`src/rtl/supply_monitor_pkg.sv`:
```
/*
  Package for the supply monitor controller: register offsets, field positions,
  reset values, delay constants and the carrier structs.
  Assumes a 125 MHz system clock and a byte-wide register port.
*/
package supply_monitor_pkg;

  // Clock rate
  localparam int CLK_MHZ = 125;

  // Register offsets on the plain register port
  localparam logic [3:0] OFS_DETECT_CTRL = 4'h0;
  localparam logic [3:0] OFS_GROUP2 = 4'h1;
  localparam logic [3:0] OFS_IRQ_STATUS = 4'h2;
  localparam logic [3:0] OFS_IRQ_MASK = 4'h3;
  localparam logic [3:0] OFS_MISC = 4'h4;

  // Detect control fields
  localparam int POS_LOW_FLAG = 5;
  localparam int POS_ENABLE = 4;
  localparam int POS_LEVEL_LSB = 0;
  localparam logic [7:0] CTRL_WRITE_MASK = 8'h17;
  localparam logic [7:0] CTRL_RESET = 8'h00;

  // Group 2 fields
  localparam int POS_LV_REQ = 4;
  localparam int POS_LV_EN = 0;
  localparam logic [7:0] GROUP2_WRITE_MASK = 8'h11;
  localparam logic [7:0] GROUP2_RESET = 8'h00;

  // Misc register: bit 0 global enable
  localparam int POS_GLOBAL_EN = 0;

  // Interrupt status bits
  localparam int EVT_LOW_RISE = 0;
  localparam int EVT_LV_REQ = 1;
  localparam int EVT_WAKE = 2;
  localparam logic [2:0] EVT_RESET = 3'h0;

  // Delays in ns, and derived cycle counts (least times round up)
  localparam int SETTLE_NS = 100;
  localparam int DETECT_NS = 100;
  localparam int SETTLE_CYC = (SETTLE_NS * CLK_MHZ + 999) / 1000;
  localparam int DETECT_CYC = (DETECT_NS * CLK_MHZ + 999) / 1000;

  // Trip levels in tens of millivolts, indexed by the select code
  localparam logic [8:0] LEVEL_0 = 9'h0B4;
  localparam logic [8:0] LEVEL_1 = 9'h0C8;
  localparam logic [8:0] LEVEL_2 = 9'h0F0;
  localparam logic [8:0] LEVEL_3 = 9'h10E;
  localparam logic [8:0] LEVEL_4 = 9'h12C;
  localparam logic [8:0] LEVEL_5 = 9'h14A;
  localparam logic [8:0] LEVEL_6 = 9'h168;
  localparam logic [8:0] LEVEL_7 = 9'h190;

  // Register port request
  typedef struct packed {
    logic [3:0] addr;
    logic [7:0] wdata;
    logic wr;
    logic rd;
  } reg_req_type;

  // Analogue comparator link
  typedef struct packed {
    logic power_on;
    logic [2:0] level_sel;
    logic [8:0] level_code;
  } comparator_ctrl_type;

endpackage

```
`src/rtl/pin_sync3.sv`:
```
/*
  Three-stage input synchroniser with agreement of stages two and three.
  Assumes the input comes from outside the clock domain.
*/
`timescale 1ns/1ps
module pin_sync3
  import supply_monitor_pkg::*;
(
  input wire logic clk_in,
  input wire logic reset_in,
  input wire logic async_in,
  output logic level_out
);

  typedef struct packed {
    logic s1;
    logic s2;
    logic s3;
    logic level;
  } sync_state_type;

  sync_state_type cur_ff;
  sync_state_type nxt_cur;

  // Shift chain; level follows only when stages two and three agree
  always_comb begin
    nxt_cur = cur_ff;
    nxt_cur.s1 = async_in;
    nxt_cur.s2 = cur_ff.s1;
    nxt_cur.s3 = cur_ff.s2;
    if (cur_ff.s2 == cur_ff.s3) begin
      nxt_cur.level = cur_ff.s3;
    end
  end

  // State register
  always_ff @(posedge clk_in) begin
    if (reset_in) begin
      cur_ff <= '0;
    end else begin
      cur_ff <= nxt_cur;
    end
  end

  assign level_out = cur_ff.level;

endmodule

```
`src/rtl/delay_timer.sv`:
```
/*
  Down counter that reports done after a level has held for COUNT cycles.
  Assumes a synchronous active-high reset.
*/
`timescale 1ns/1ps
module delay_timer
  import supply_monitor_pkg::*;
#(
  parameter int COUNT = 13
) (
  input wire logic clk_in,
  input wire logic reset_in,
  input wire logic run_in,
  output logic done_out
);

  localparam int W = $clog2(COUNT + 1);
  localparam logic [W-1:0] LOAD = W'(COUNT);

  typedef struct packed {
    logic [W-1:0] cnt;
    logic done;
  } timer_state_type;

  timer_state_type cur_ff;
  timer_state_type nxt_cur;

  // Reload while idle, count while running, hold done at zero
  always_comb begin
    nxt_cur = cur_ff;
    if (!run_in) begin
      nxt_cur.cnt = LOAD;
      nxt_cur.done = 1'b0;
    end else if (cur_ff.cnt > W'(1)) begin
      nxt_cur.cnt = cur_ff.cnt - W'(1);
    end else begin
      nxt_cur.cnt = '0;
      nxt_cur.done = 1'b1;
    end
  end

  // State register
  always_ff @(posedge clk_in) begin
    if (reset_in) begin
      cur_ff <= '{cnt: LOAD, done: 1'b0};
    end else begin
      cur_ff <= nxt_cur;
    end
  end

  assign done_out = cur_ff.done;

endmodule

```
`src/rtl/supply_monitor.sv`:
```
/*
  Supply monitor control: detect control register, group-2 multi-function
  interrupt register, event status with mask, wake and vector request.
  Assumes an analogue comparator beside it whose low output is asynchronous,
  and a processor that reports IDLE and SLEEP states as levels on its clock.
*/
// Local design decisions: the register offsets and the strobed register port.
`timescale 1ns/1ps
module supply_monitor
  import supply_monitor_pkg::*;
#(
  parameter int DETECT_CYCLES = DETECT_CYC,
  parameter int SETTLE_CYCLES = SETTLE_CYC
) (
  input wire logic MCLK_IN,
  input wire logic RESET_IN,
  input wire logic [3:0] ADDR_IN,
  input wire logic [7:0] WDATA_IN,
  input wire logic WR_IN,
  input wire logic RD_IN,
  output logic [7:0] RDATA_OUT,
  input wire logic SUPPLY_LOW_IN,
  input wire logic IDLE_MODE_IN,
  input wire logic SLEEP_MODE_IN,
  output logic DETECT_POWER_OUT,
  output logic [2:0] LEVEL_SEL_OUT,
  output logic [8:0] LEVEL_CODE_OUT,
  output logic SETTLED_OUT,
  output logic GROUP2_REQ_OUT,
  output logic VECTOR_REQ_OUT,
  output logic WAKE_OUT,
  output logic IRQ_OUT
);

  typedef struct packed {
    logic [7:0] ctrl;
    logic [7:0] group2;
    logic global_en;
    logic [2:0] status;
    logic [2:0] mask;
    logic low_seen;
    logic [7:0] rdata;
    logic [8:0] level_code;
    logic power;
    logic group2_req;
    logic vector_req;
    logic wake;
  } mon_state_type;

  mon_state_type cur_ff;
  mon_state_type nxt_cur;
  reg_req_type req;
  comparator_ctrl_type cmp;
  logic low_sync;
  logic low_flag;
  logic detect_done;
  logic settle_done;
  logic power_now;
  logic req_rise;
  logic low_rise;

  // Bundle the register port
  assign req = '{addr: ADDR_IN, wdata: WDATA_IN, wr: WR_IN, rd: RD_IN};

  // Comparator output is a pin from the analogue side
  pin_sync3 low_sync_u (
    .clk_in(MCLK_IN),
    .reset_in(RESET_IN),
    .async_in(SUPPLY_LOW_IN),
    .level_out(low_sync)
  );

  // Detector on only when enabled and not in SLEEP
  assign power_now = cur_ff.ctrl[POS_ENABLE] & ~SLEEP_MODE_IN;
  // The flag is meaningful only while the detector is powered
  assign low_flag = low_sync & cur_ff.power;

  // Detection delay runs while the low flag holds
  delay_timer #(
    .COUNT(DETECT_CYCLES)
  ) detect_u (
    .clk_in(MCLK_IN),
    .reset_in(RESET_IN),
    .run_in(low_flag),
    .done_out(detect_done)
  );

  // Settling status, a guide for software polling
  delay_timer #(
    .COUNT(SETTLE_CYCLES)
  ) settle_u (
    .clk_in(MCLK_IN),
    .reset_in(RESET_IN),
    .run_in(cur_ff.power),
    .done_out(settle_done)
  );

  // Request sets once per low episode after the delay
  assign req_rise = detect_done & ~cur_ff.low_seen;
  assign low_rise = low_flag & ~cur_ff.low_seen & ~detect_done;

  // Trip level lookup
  function automatic logic [8:0] level_of(input logic [2:0] sel);
    logic [8:0] v;
    v = LEVEL_0;
    unique case (sel)
      3'h0: v = LEVEL_0;
      3'h1: v = LEVEL_1;
      3'h2: v = LEVEL_2;
      3'h3: v = LEVEL_3;
      3'h4: v = LEVEL_4;
      3'h5: v = LEVEL_5;
      3'h6: v = LEVEL_6;
      3'h7: v = LEVEL_7;
    endcase
    return v;
  endfunction

  // Register writes, event capture, reads and derived outputs
  always_comb begin
    logic [2:0] ev;
    logic [2:0] w1c;
    nxt_cur = cur_ff;
    ev = 3'h0;
    w1c = 3'h0;
    nxt_cur.power = power_now;
    nxt_cur.level_code = level_of(cur_ff.ctrl[2:0]);
    // Episode tracking: cleared when the flag falls, so toggles re-arm cleanly
    if (!low_flag) begin
      nxt_cur.low_seen = 1'b0;
    end else if (detect_done) begin
      nxt_cur.low_seen = 1'b1;
    end
    // Software writes; reserved control bits never store
    if (req.wr) begin
      unique case (req.addr)
        OFS_DETECT_CTRL: nxt_cur.ctrl = req.wdata & CTRL_WRITE_MASK;
        OFS_GROUP2: nxt_cur.group2 = req.wdata & GROUP2_WRITE_MASK;
        OFS_IRQ_STATUS: w1c = req.wdata[2:0];
        OFS_IRQ_MASK: nxt_cur.mask = req.wdata[2:0];
        OFS_MISC: nxt_cur.global_en = req.wdata[POS_GLOBAL_EN];
        default: ;
      endcase
    end
    // Hardware set of the request wins over a software clear
    if (req_rise) begin
      nxt_cur.group2[POS_LV_REQ] = 1'b1;
    end
    nxt_cur.group2_req = nxt_cur.group2[POS_LV_REQ] & nxt_cur.group2[POS_LV_EN];
    nxt_cur.vector_req = nxt_cur.group2_req & nxt_cur.global_en;
    // A pending request wakes from IDLE; a pre-set flag wakes at once
    nxt_cur.wake = IDLE_MODE_IN & nxt_cur.group2[POS_LV_REQ];
    // Sticky events, set wins over clear
    ev[EVT_LOW_RISE] = low_rise;
    ev[EVT_LV_REQ] = req_rise;
    ev[EVT_WAKE] = nxt_cur.wake & ~cur_ff.wake;
    nxt_cur.status = (cur_ff.status & ~w1c) | ev;
    // Read data stands in the cycle after the strobe
    nxt_cur.rdata = 8'h00;
    if (req.rd) begin
      unique case (req.addr)
        OFS_DETECT_CTRL: nxt_cur.rdata = (cur_ff.ctrl & CTRL_WRITE_MASK)
                                         | {2'h0, low_flag, 5'h00};
        OFS_GROUP2: nxt_cur.rdata = cur_ff.group2 & GROUP2_WRITE_MASK;
        OFS_IRQ_STATUS: nxt_cur.rdata = {5'h00, cur_ff.status};
        OFS_IRQ_MASK: nxt_cur.rdata = {5'h00, cur_ff.mask};
        OFS_MISC: nxt_cur.rdata = {6'h00, settle_done, cur_ff.global_en};
        default: nxt_cur.rdata = 8'h00;
      endcase
    end
  end

  // State register; every field clears on reset
  always_ff @(posedge MCLK_IN) begin
    if (RESET_IN) begin
      cur_ff <= '0;
    end else begin
      cur_ff <= nxt_cur;
    end
  end

  // Comparator control bundle
  assign cmp = '{power_on: cur_ff.power, level_sel: cur_ff.ctrl[2:0],
                 level_code: cur_ff.level_code};

  // Outputs
  assign RDATA_OUT = cur_ff.rdata;
  assign DETECT_POWER_OUT = cmp.power_on;
  assign LEVEL_SEL_OUT = cmp.level_sel;
  assign LEVEL_CODE_OUT = cmp.level_code;
  assign SETTLED_OUT = settle_done;
  assign GROUP2_REQ_OUT = cur_ff.group2_req;
  assign VECTOR_REQ_OUT = cur_ff.vector_req;
  assign WAKE_OUT = cur_ff.wake;
  assign IRQ_OUT = |(cur_ff.status & cur_ff.mask);

endmodule

```
`config.mk`:
```
export PLATFORM = sky130hd
export DESIGN_NAME = supply_monitor
export DESIGN_NICKNAME = d
export VERILOG_FILES = /design/src/rtl/supply_monitor_pkg.sv /design/src/rtl/pin_sync3.sv /design/src/rtl/delay_timer.sv /design/src/rtl/supply_monitor.sv
export SDC_FILE = /design/constraint.sdc
export NUM_CORES = 1
export LEC_CHECK = 0
export BUFFER_PORTS_ARGS = -buffer_cell sky130_fd_sc_hd__clkbuf_2
export CAP_MARGIN = 15
export CORE_AREA = 2 2 69 71
export DETAILED_ROUTE_END_ITERATION = 16
export DIE_AREA = 0 0 71 73
export PLACE_DENSITY_LB_ADDON = 0.05
export SLEW_MARGIN = 10
export SYNTH_ARGS = -nofsm -noshare
export SYNTH_HDL_FRONTEND = slang
export SYNTH_SLANG_ARGS = --single-unit
```
`constraint.sdc`:
```
create_clock -name MCLK_IN -period 0.95 [get_ports MCLK_IN]
set_input_delay 0.0475 -clock MCLK_IN [delete_from_list [all_inputs] [get_ports MCLK_IN]]
set_output_delay 0.0475 -clock MCLK_IN [all_outputs]
set_load 0.05 [all_outputs]
```
After elaboration in Yosys (flattened, before gate mapping)
Memory sizes are Yosys's and may differ from the RTL's. A register that Yosys moved wholly into a read port is not among the register bits.
Cells that the tools add are included.
{"block": "word_totals", "n_memories": 1, "ff_bits": 49, "in_bits": 19, "elab_cells": 73, "output_inout_bits": 26, "rom_bits": 64}
{"block": "classes", "add_sub_neg": 2, "bitwise_logic": 23, "muxes": 9, "n_eq_ne": 5, "magnitude_cmp": 2, "reduce_logical": 9}
{"name": "(name not given)", "words": 8, "word_bits": 8, "read_ports": 1, "rd_ports_with_merged_regs": 1, "write_ports": 0, "line_no": "supply_monitor.sv:106", "text": "unique case (sel)"}
{"op": "6-bit case mux with 5 select lines", "n": 1}
{"op": "1-bit AND", "n": 9}
{"op": "1-bit NOT", "n": 9}
{"op": "3-bit OR reduction", "n": 3}
{"op": "4-bit by 2-bit equality test with 1-bit output (second input constant)", "n": 2}
{"op": "4-bit by 1-bit greater-than comparator with 1-bit output (second input constant)", "n": 2}
{"op": "4-bit 2-to-1 mux", "n": 2}
{"op": "4-bit by 1-bit subtractor with 4-bit output (second input constant)", "n": 2}
{"op": "3-bit AND", "n": 2}
{"op": "3-bit 2-to-1 mux", "n": 2}
{"op": "6-bit 2-to-1 mux", "n": 1}
{"op": "5-bit by 6-bit OR with 6-bit output", "n": 1}
{"op": "2-bit OR reduction", "n": 3}
{"op": "5-bit 2-to-1 mux", "n": 1}
{"op": "4-bit by 1-bit equality test with 1-bit output (second input constant)", "n": 1}
{"op": "4-bit by 3-bit equality test with 1-bit output (second input constant)", "n": 1}
{"op": "4-bit logical NOT", "n": 1}
{"op": "2-bit AND reduction", "n": 2}
{"op": "3-bit NOT", "n": 1}
{"op": "3-bit OR", "n": 1}
{"op": "1-bit 2-to-1 mux", "n": 2}
{"op": "1-bit equality test", "n": 1}

Depth between registers and ports, before layout
{"block": "logic_depth", "word_depth": 7, "depth_mapped": 6, "depth_no_buf": 6}

Cells and area by module
Synthesis repeated with hierarchy kept, for this count alone.
{"block": "unflattened", "hier_cells": 206, "area_unflattened_um2": 1996.9}
{"mod": "supply_monitor", "instances": 1, "area_per_inst_um2": 1431.4, "seq_area_each_um2": 620.6, "cells_each": 152}
{"mod": "delay_timer", "instances": 2, "area_per_inst_um2": 226.5, "seq_area_each_um2": 100.1, "cells_each": 22}
{"mod": "pin_sync3", "instances": 1, "area_per_inst_um2": 112.6, "seq_area_each_um2": 80.1, "cells_each": 10}

Worst setup path before layout
Ideal clock, no wire load.
{"block": "synth_path", "kind": "flip-flop to flip-flop", "start": "register cur_ff, in the netlist DETECT_POWER_OUT", "end": "register detect_u.cur_ff[3] (netlist bit)", "arrival_time_ns": 1.304, "t_required_ns": 0.826, "synth_period_minus_slack_ns": 1.428, "setup_time_ns": 0.124, "path_buffers": 0, "path_stages_with_launch": 5, "path_slack_ns": -0.478, "path_cell_list": "dfxtp_1 -> nor2b_1 -> nand2_1 -> a31oi_1 -> o21ai_0"}
{"block": "synth_between", "elab_chain_len": 3}
{"element": "start, declared", "line_no": "supply_monitor.sv:50", "text": "mon_state_type cur_ff;"}
{"element": "start signal, assigned", "line_no": "supply_monitor.sv:178", "text": "cur_ff <= nxt_cur;"}
{"element": "1-bit AND", "line_no": "supply_monitor.sv:76", "text": "assign low_flag = low_sync & cur_ff.power;"}
{"element": "1-bit NOT (no source line)"}
{"element": "2-bit OR reduction (no source line)"}
{"element": "end signal, assigned", "line_no": "delay_timer.sv:45", "text": "cur_ff <= '{cnt: LOAD, done: 1'b0};"}
{"element": "end signal, assigned", "line_no": "delay_timer.sv:47", "text": "cur_ff <= nxt_cur;"}
{"element": "end, declared", "line_no": "delay_timer.sv:25", "text": "timer_state_type cur_ff;"}
Every way passes these cells.
A chain may end at the register's enable or synchronous reset.

Worst setup path in the final report
{"block": "layout_path", "start": "register cur_ff[27] (netlist bit)", "end": "output IRQ_OUT"}
{"block": "layout_between", "elab_chain_len": 2}
{"element": "3-bit AND", "line_no": "supply_monitor.sv:195", "text": "assign IRQ_OUT = |(cur_ff.status & cur_ff.mask);"}
{"element": "3-bit OR reduction", "line_no": "supply_monitor.sv:195"}
{"element": "end, declared", "line_no": "supply_monitor.sv:32", "text": "output logic IRQ_OUT"}
Every way passes these cells.

==> metrics <==
outcome complete, but fails checks; failing checks setup timing; fill count between 300 and 400; # port buffers 36; Critical Path Start cur_ff[27]$_SDFF_PP0_; WL per Instance around 14 um; Core Area 0.00454 sq mm; Post-Place Setup Slack -0.269 ns; CTS Sinks 45; fin crit share 132%; register area share after synthesis between 40% and 50%; layout cells sized above 1 between 50% and 60%; Pre-Repair DR Iteration Count 4; first-pass GRT wire length between 7 and 8 mm; RSZ-0062 raised after global routing yes; Clk Latency, worst-skew pair 0.29 ns; crit path to IRQ_OUT; Cells after Synth 206; asr flop ratio synth 0%; n_diodes 0; Synth Flop Type dfxtp_1; Net count, final 291; nature of the critical path endpoint output port; Slew Limit Fails 0; Die Y 73 um; DR iter-0 viols 95; TritonCTS Buffers 5; overall global routing resource usage 18.5%; via count 1580; number of synthesized flops with an enable pin 0; Worst Slack Setup Final -0.307 ns; Peak VDD IR 724 uV; fmax 0.795 GHz; number of global-route vias before repair 1592; worst setup skew after layout between 0.006 and 0.007 ns; Bufs on Longest Clock Path 2; met1 usage 21.2%; Root Buffer Master clkbuf_8; H-tree Lvls 2; routed vias/inst 4.95; Site Rows 25; Top Usage Layer GRT met2; Yosys warning count 0; Unique masters post-synth 37; Total Die Area between 0.005 and 0.006 sq mm; io pins 45; met2 Use GR 33.4%; Final min period 1.26 ns; total congestion overflow 0; Die X 71 um; mapped cell area between 0.0015 and 0.002 sq mm; crit path max fanout 2; power consumption 3740 uW; RR Endpoint RDATA_OUT[0]$_SDFF_PP0_; Power Density 1300 mW/mm^2; post-DP HPWL 3.28 mm; reg2reg start LEVEL_SEL_OUT[0]$_SDFFE_PP0P_; GPL Wtd Cong approximately 0.84; Layout area overhead 47.7%; max_cap viols 0; Arrival @ worst endpoint 1.21 ns; commonest non-fill, non-tap cell in the layout dfxtp_1; Worst-path clk slew 0.08 ns; endpoints failing setup 19; Detailed Route WL approximately 4.4 mm; M3 GR Usage 4.42%; Crit path required time 0.90 ns; most frequent cells in the layout dfxtp_1 (30), buf_4 (28), nor2_1 (26); Reg2Reg Depth 3; syn_area_per_cell 9.49 sq um; CTS tree yes; Final Cell Area 0.00289 sq mm; Post-DP Area 0.00233 sq mm; DR DRC count 0; critical path class reg -> out; leakage 0.00125 uW; CP startpoint kind flip-flop; ANT nets after route 0; R2R Setup Slk -0.14 ns; pin count of the biggest net entering global routing 19; starting density of the core 43.1%; #FFs+latches synth 45; endpoints failing hold 0; type of the most critical hold path in -> reg; initial antenna violation count 0
[cell type report]
type | count | area [sq um] | share of cell area [%]
inverters | 10 | 52.6 | 1.82
repair buffers | 74 | 602 | 20.8
clock inverters | 1 | 30.0 | 1.04
flip-flops and latches | 45 | 935 | 32.4
multi-input cells | 128 | 1110 | 38.6
clock buffers | 7 | 86.3 | 2.99
well taps | 54 | 67.6 | 2.34
[cells by family after synthesis]
| group | synth area share [%] |
|---|---|
| other | 0.192 |
| AO/OA/AOI/OAI | 9.99 |
| flip-flops | 46.1 |
| AND/OR/NAND/NOR | 19.3 |
| adder cells (fa/ha/maj) | 5.12 |
| multiplexers | 8.39 |
| buffers and inverters | 10.9 |
[power by group]
group	total, uW	internal (uW)	switching, uW
Combinational	353	142	211
Clock	1480	858	627
Sequential	1900	1890	11.4
[registers in the layout, summed over array words and instances, names as in the netlist, 3 cells and up]
name               flops
LEVEL_CODE_OUT         8
LEVEL_SEL_OUT          3
RDATA_OUT              5
cur_ff                11
detect_u.cur_ff        4
low_sync_u.cur_ff      3
settle_u.cur_ff        4
[metrics by stage]
step / hold slack, ns / setup TNS (ns) / util, % / cells
global route: 0.0184 / -2.22 / 63.6 / 319
finish: 0.00804 / -1.15 / 63.6 / 319
global placement: 0.205 / -3.66 / 51.4 / 299
CTS: 0.00764 / -1.22 / 61.4 / 315
floorplan: 0.114 / -0.652 / - / 209
detailed placement: 0.211 / -4.50 / 51.4 / 299
[critical path, stage by stage, from the launching register on]
cell and delay [ns]:
dfxtp_2 0.33, a222oi_1 0.32, inv_1 0.10, buf_8 0.16
[synthesized netlist by cell type, types with 4 or more instances]
cell type,n,area share (%)
mux2i_1,13,6.7
nand2_1,7,1.3
inv_1,10,1.9
a21oi_1,6,1.5
nor2_1,33,6.3
dfxtp_1,45,46
o21ai_0,7,1.8
nor3_1,10,2.6
ha_1,8,5.1
nand3_1,4,1.0
clkbuf_1,4,0.77
buf_4,20,7.7
nor2b_1,8,2.6
[timing repair]
| item | CTS | global route |
|---|---|---|
| hold buffers | 3 | 0 |
| setup endpoints to repair | 33 | 41 |
| hold endpoints to repair | 3 | 0 |
| setup buffers | 5 | 4 |
| gates resized for setup | 64 | 35 |
| pin swaps | 18 | 17 |
[routing by layer]
metal,up-vias,wire (um),part of all wire (%)
li1,792,-,-
met1,745,1850,42
met2,35,2340,53
met3,8,179,4.0
met4,0,76,1.7
met5,-,0,0
[how the worst min path moves through the flow]
| stage | startpoint | endpoint | slack, ns | cells past startpoint |
|---|---|---|---|---|
| after global placement | SLEEP_MODE_IN | DETECT_POWER_OUT$_SDFF_PP0_ | 0.21 | 2 |
| after global routing | WDATA_IN[4] | cur_ff[41]$_SDFFE_PP0P_ | 0.02 | 3 |
| after detailed placement | SLEEP_MODE_IN | DETECT_POWER_OUT$_SDFF_PP0_ | 0.21 | 2 |
| after CTS | WDATA_IN[4] | cur_ff[41]$_SDFFE_PP0P_ | 0.008 | 3 |
| after floorplan | SLEEP_MODE_IN | DETECT_POWER_OUT$_SDFF_PP0_ | 0.11 | 1 |
| final | WDATA_IN[4] | cur_ff[41]$_SDFFE_PP0P_ | 0.008 | 3 |
No activity file was read; power rests on OpenSTA's default activity.
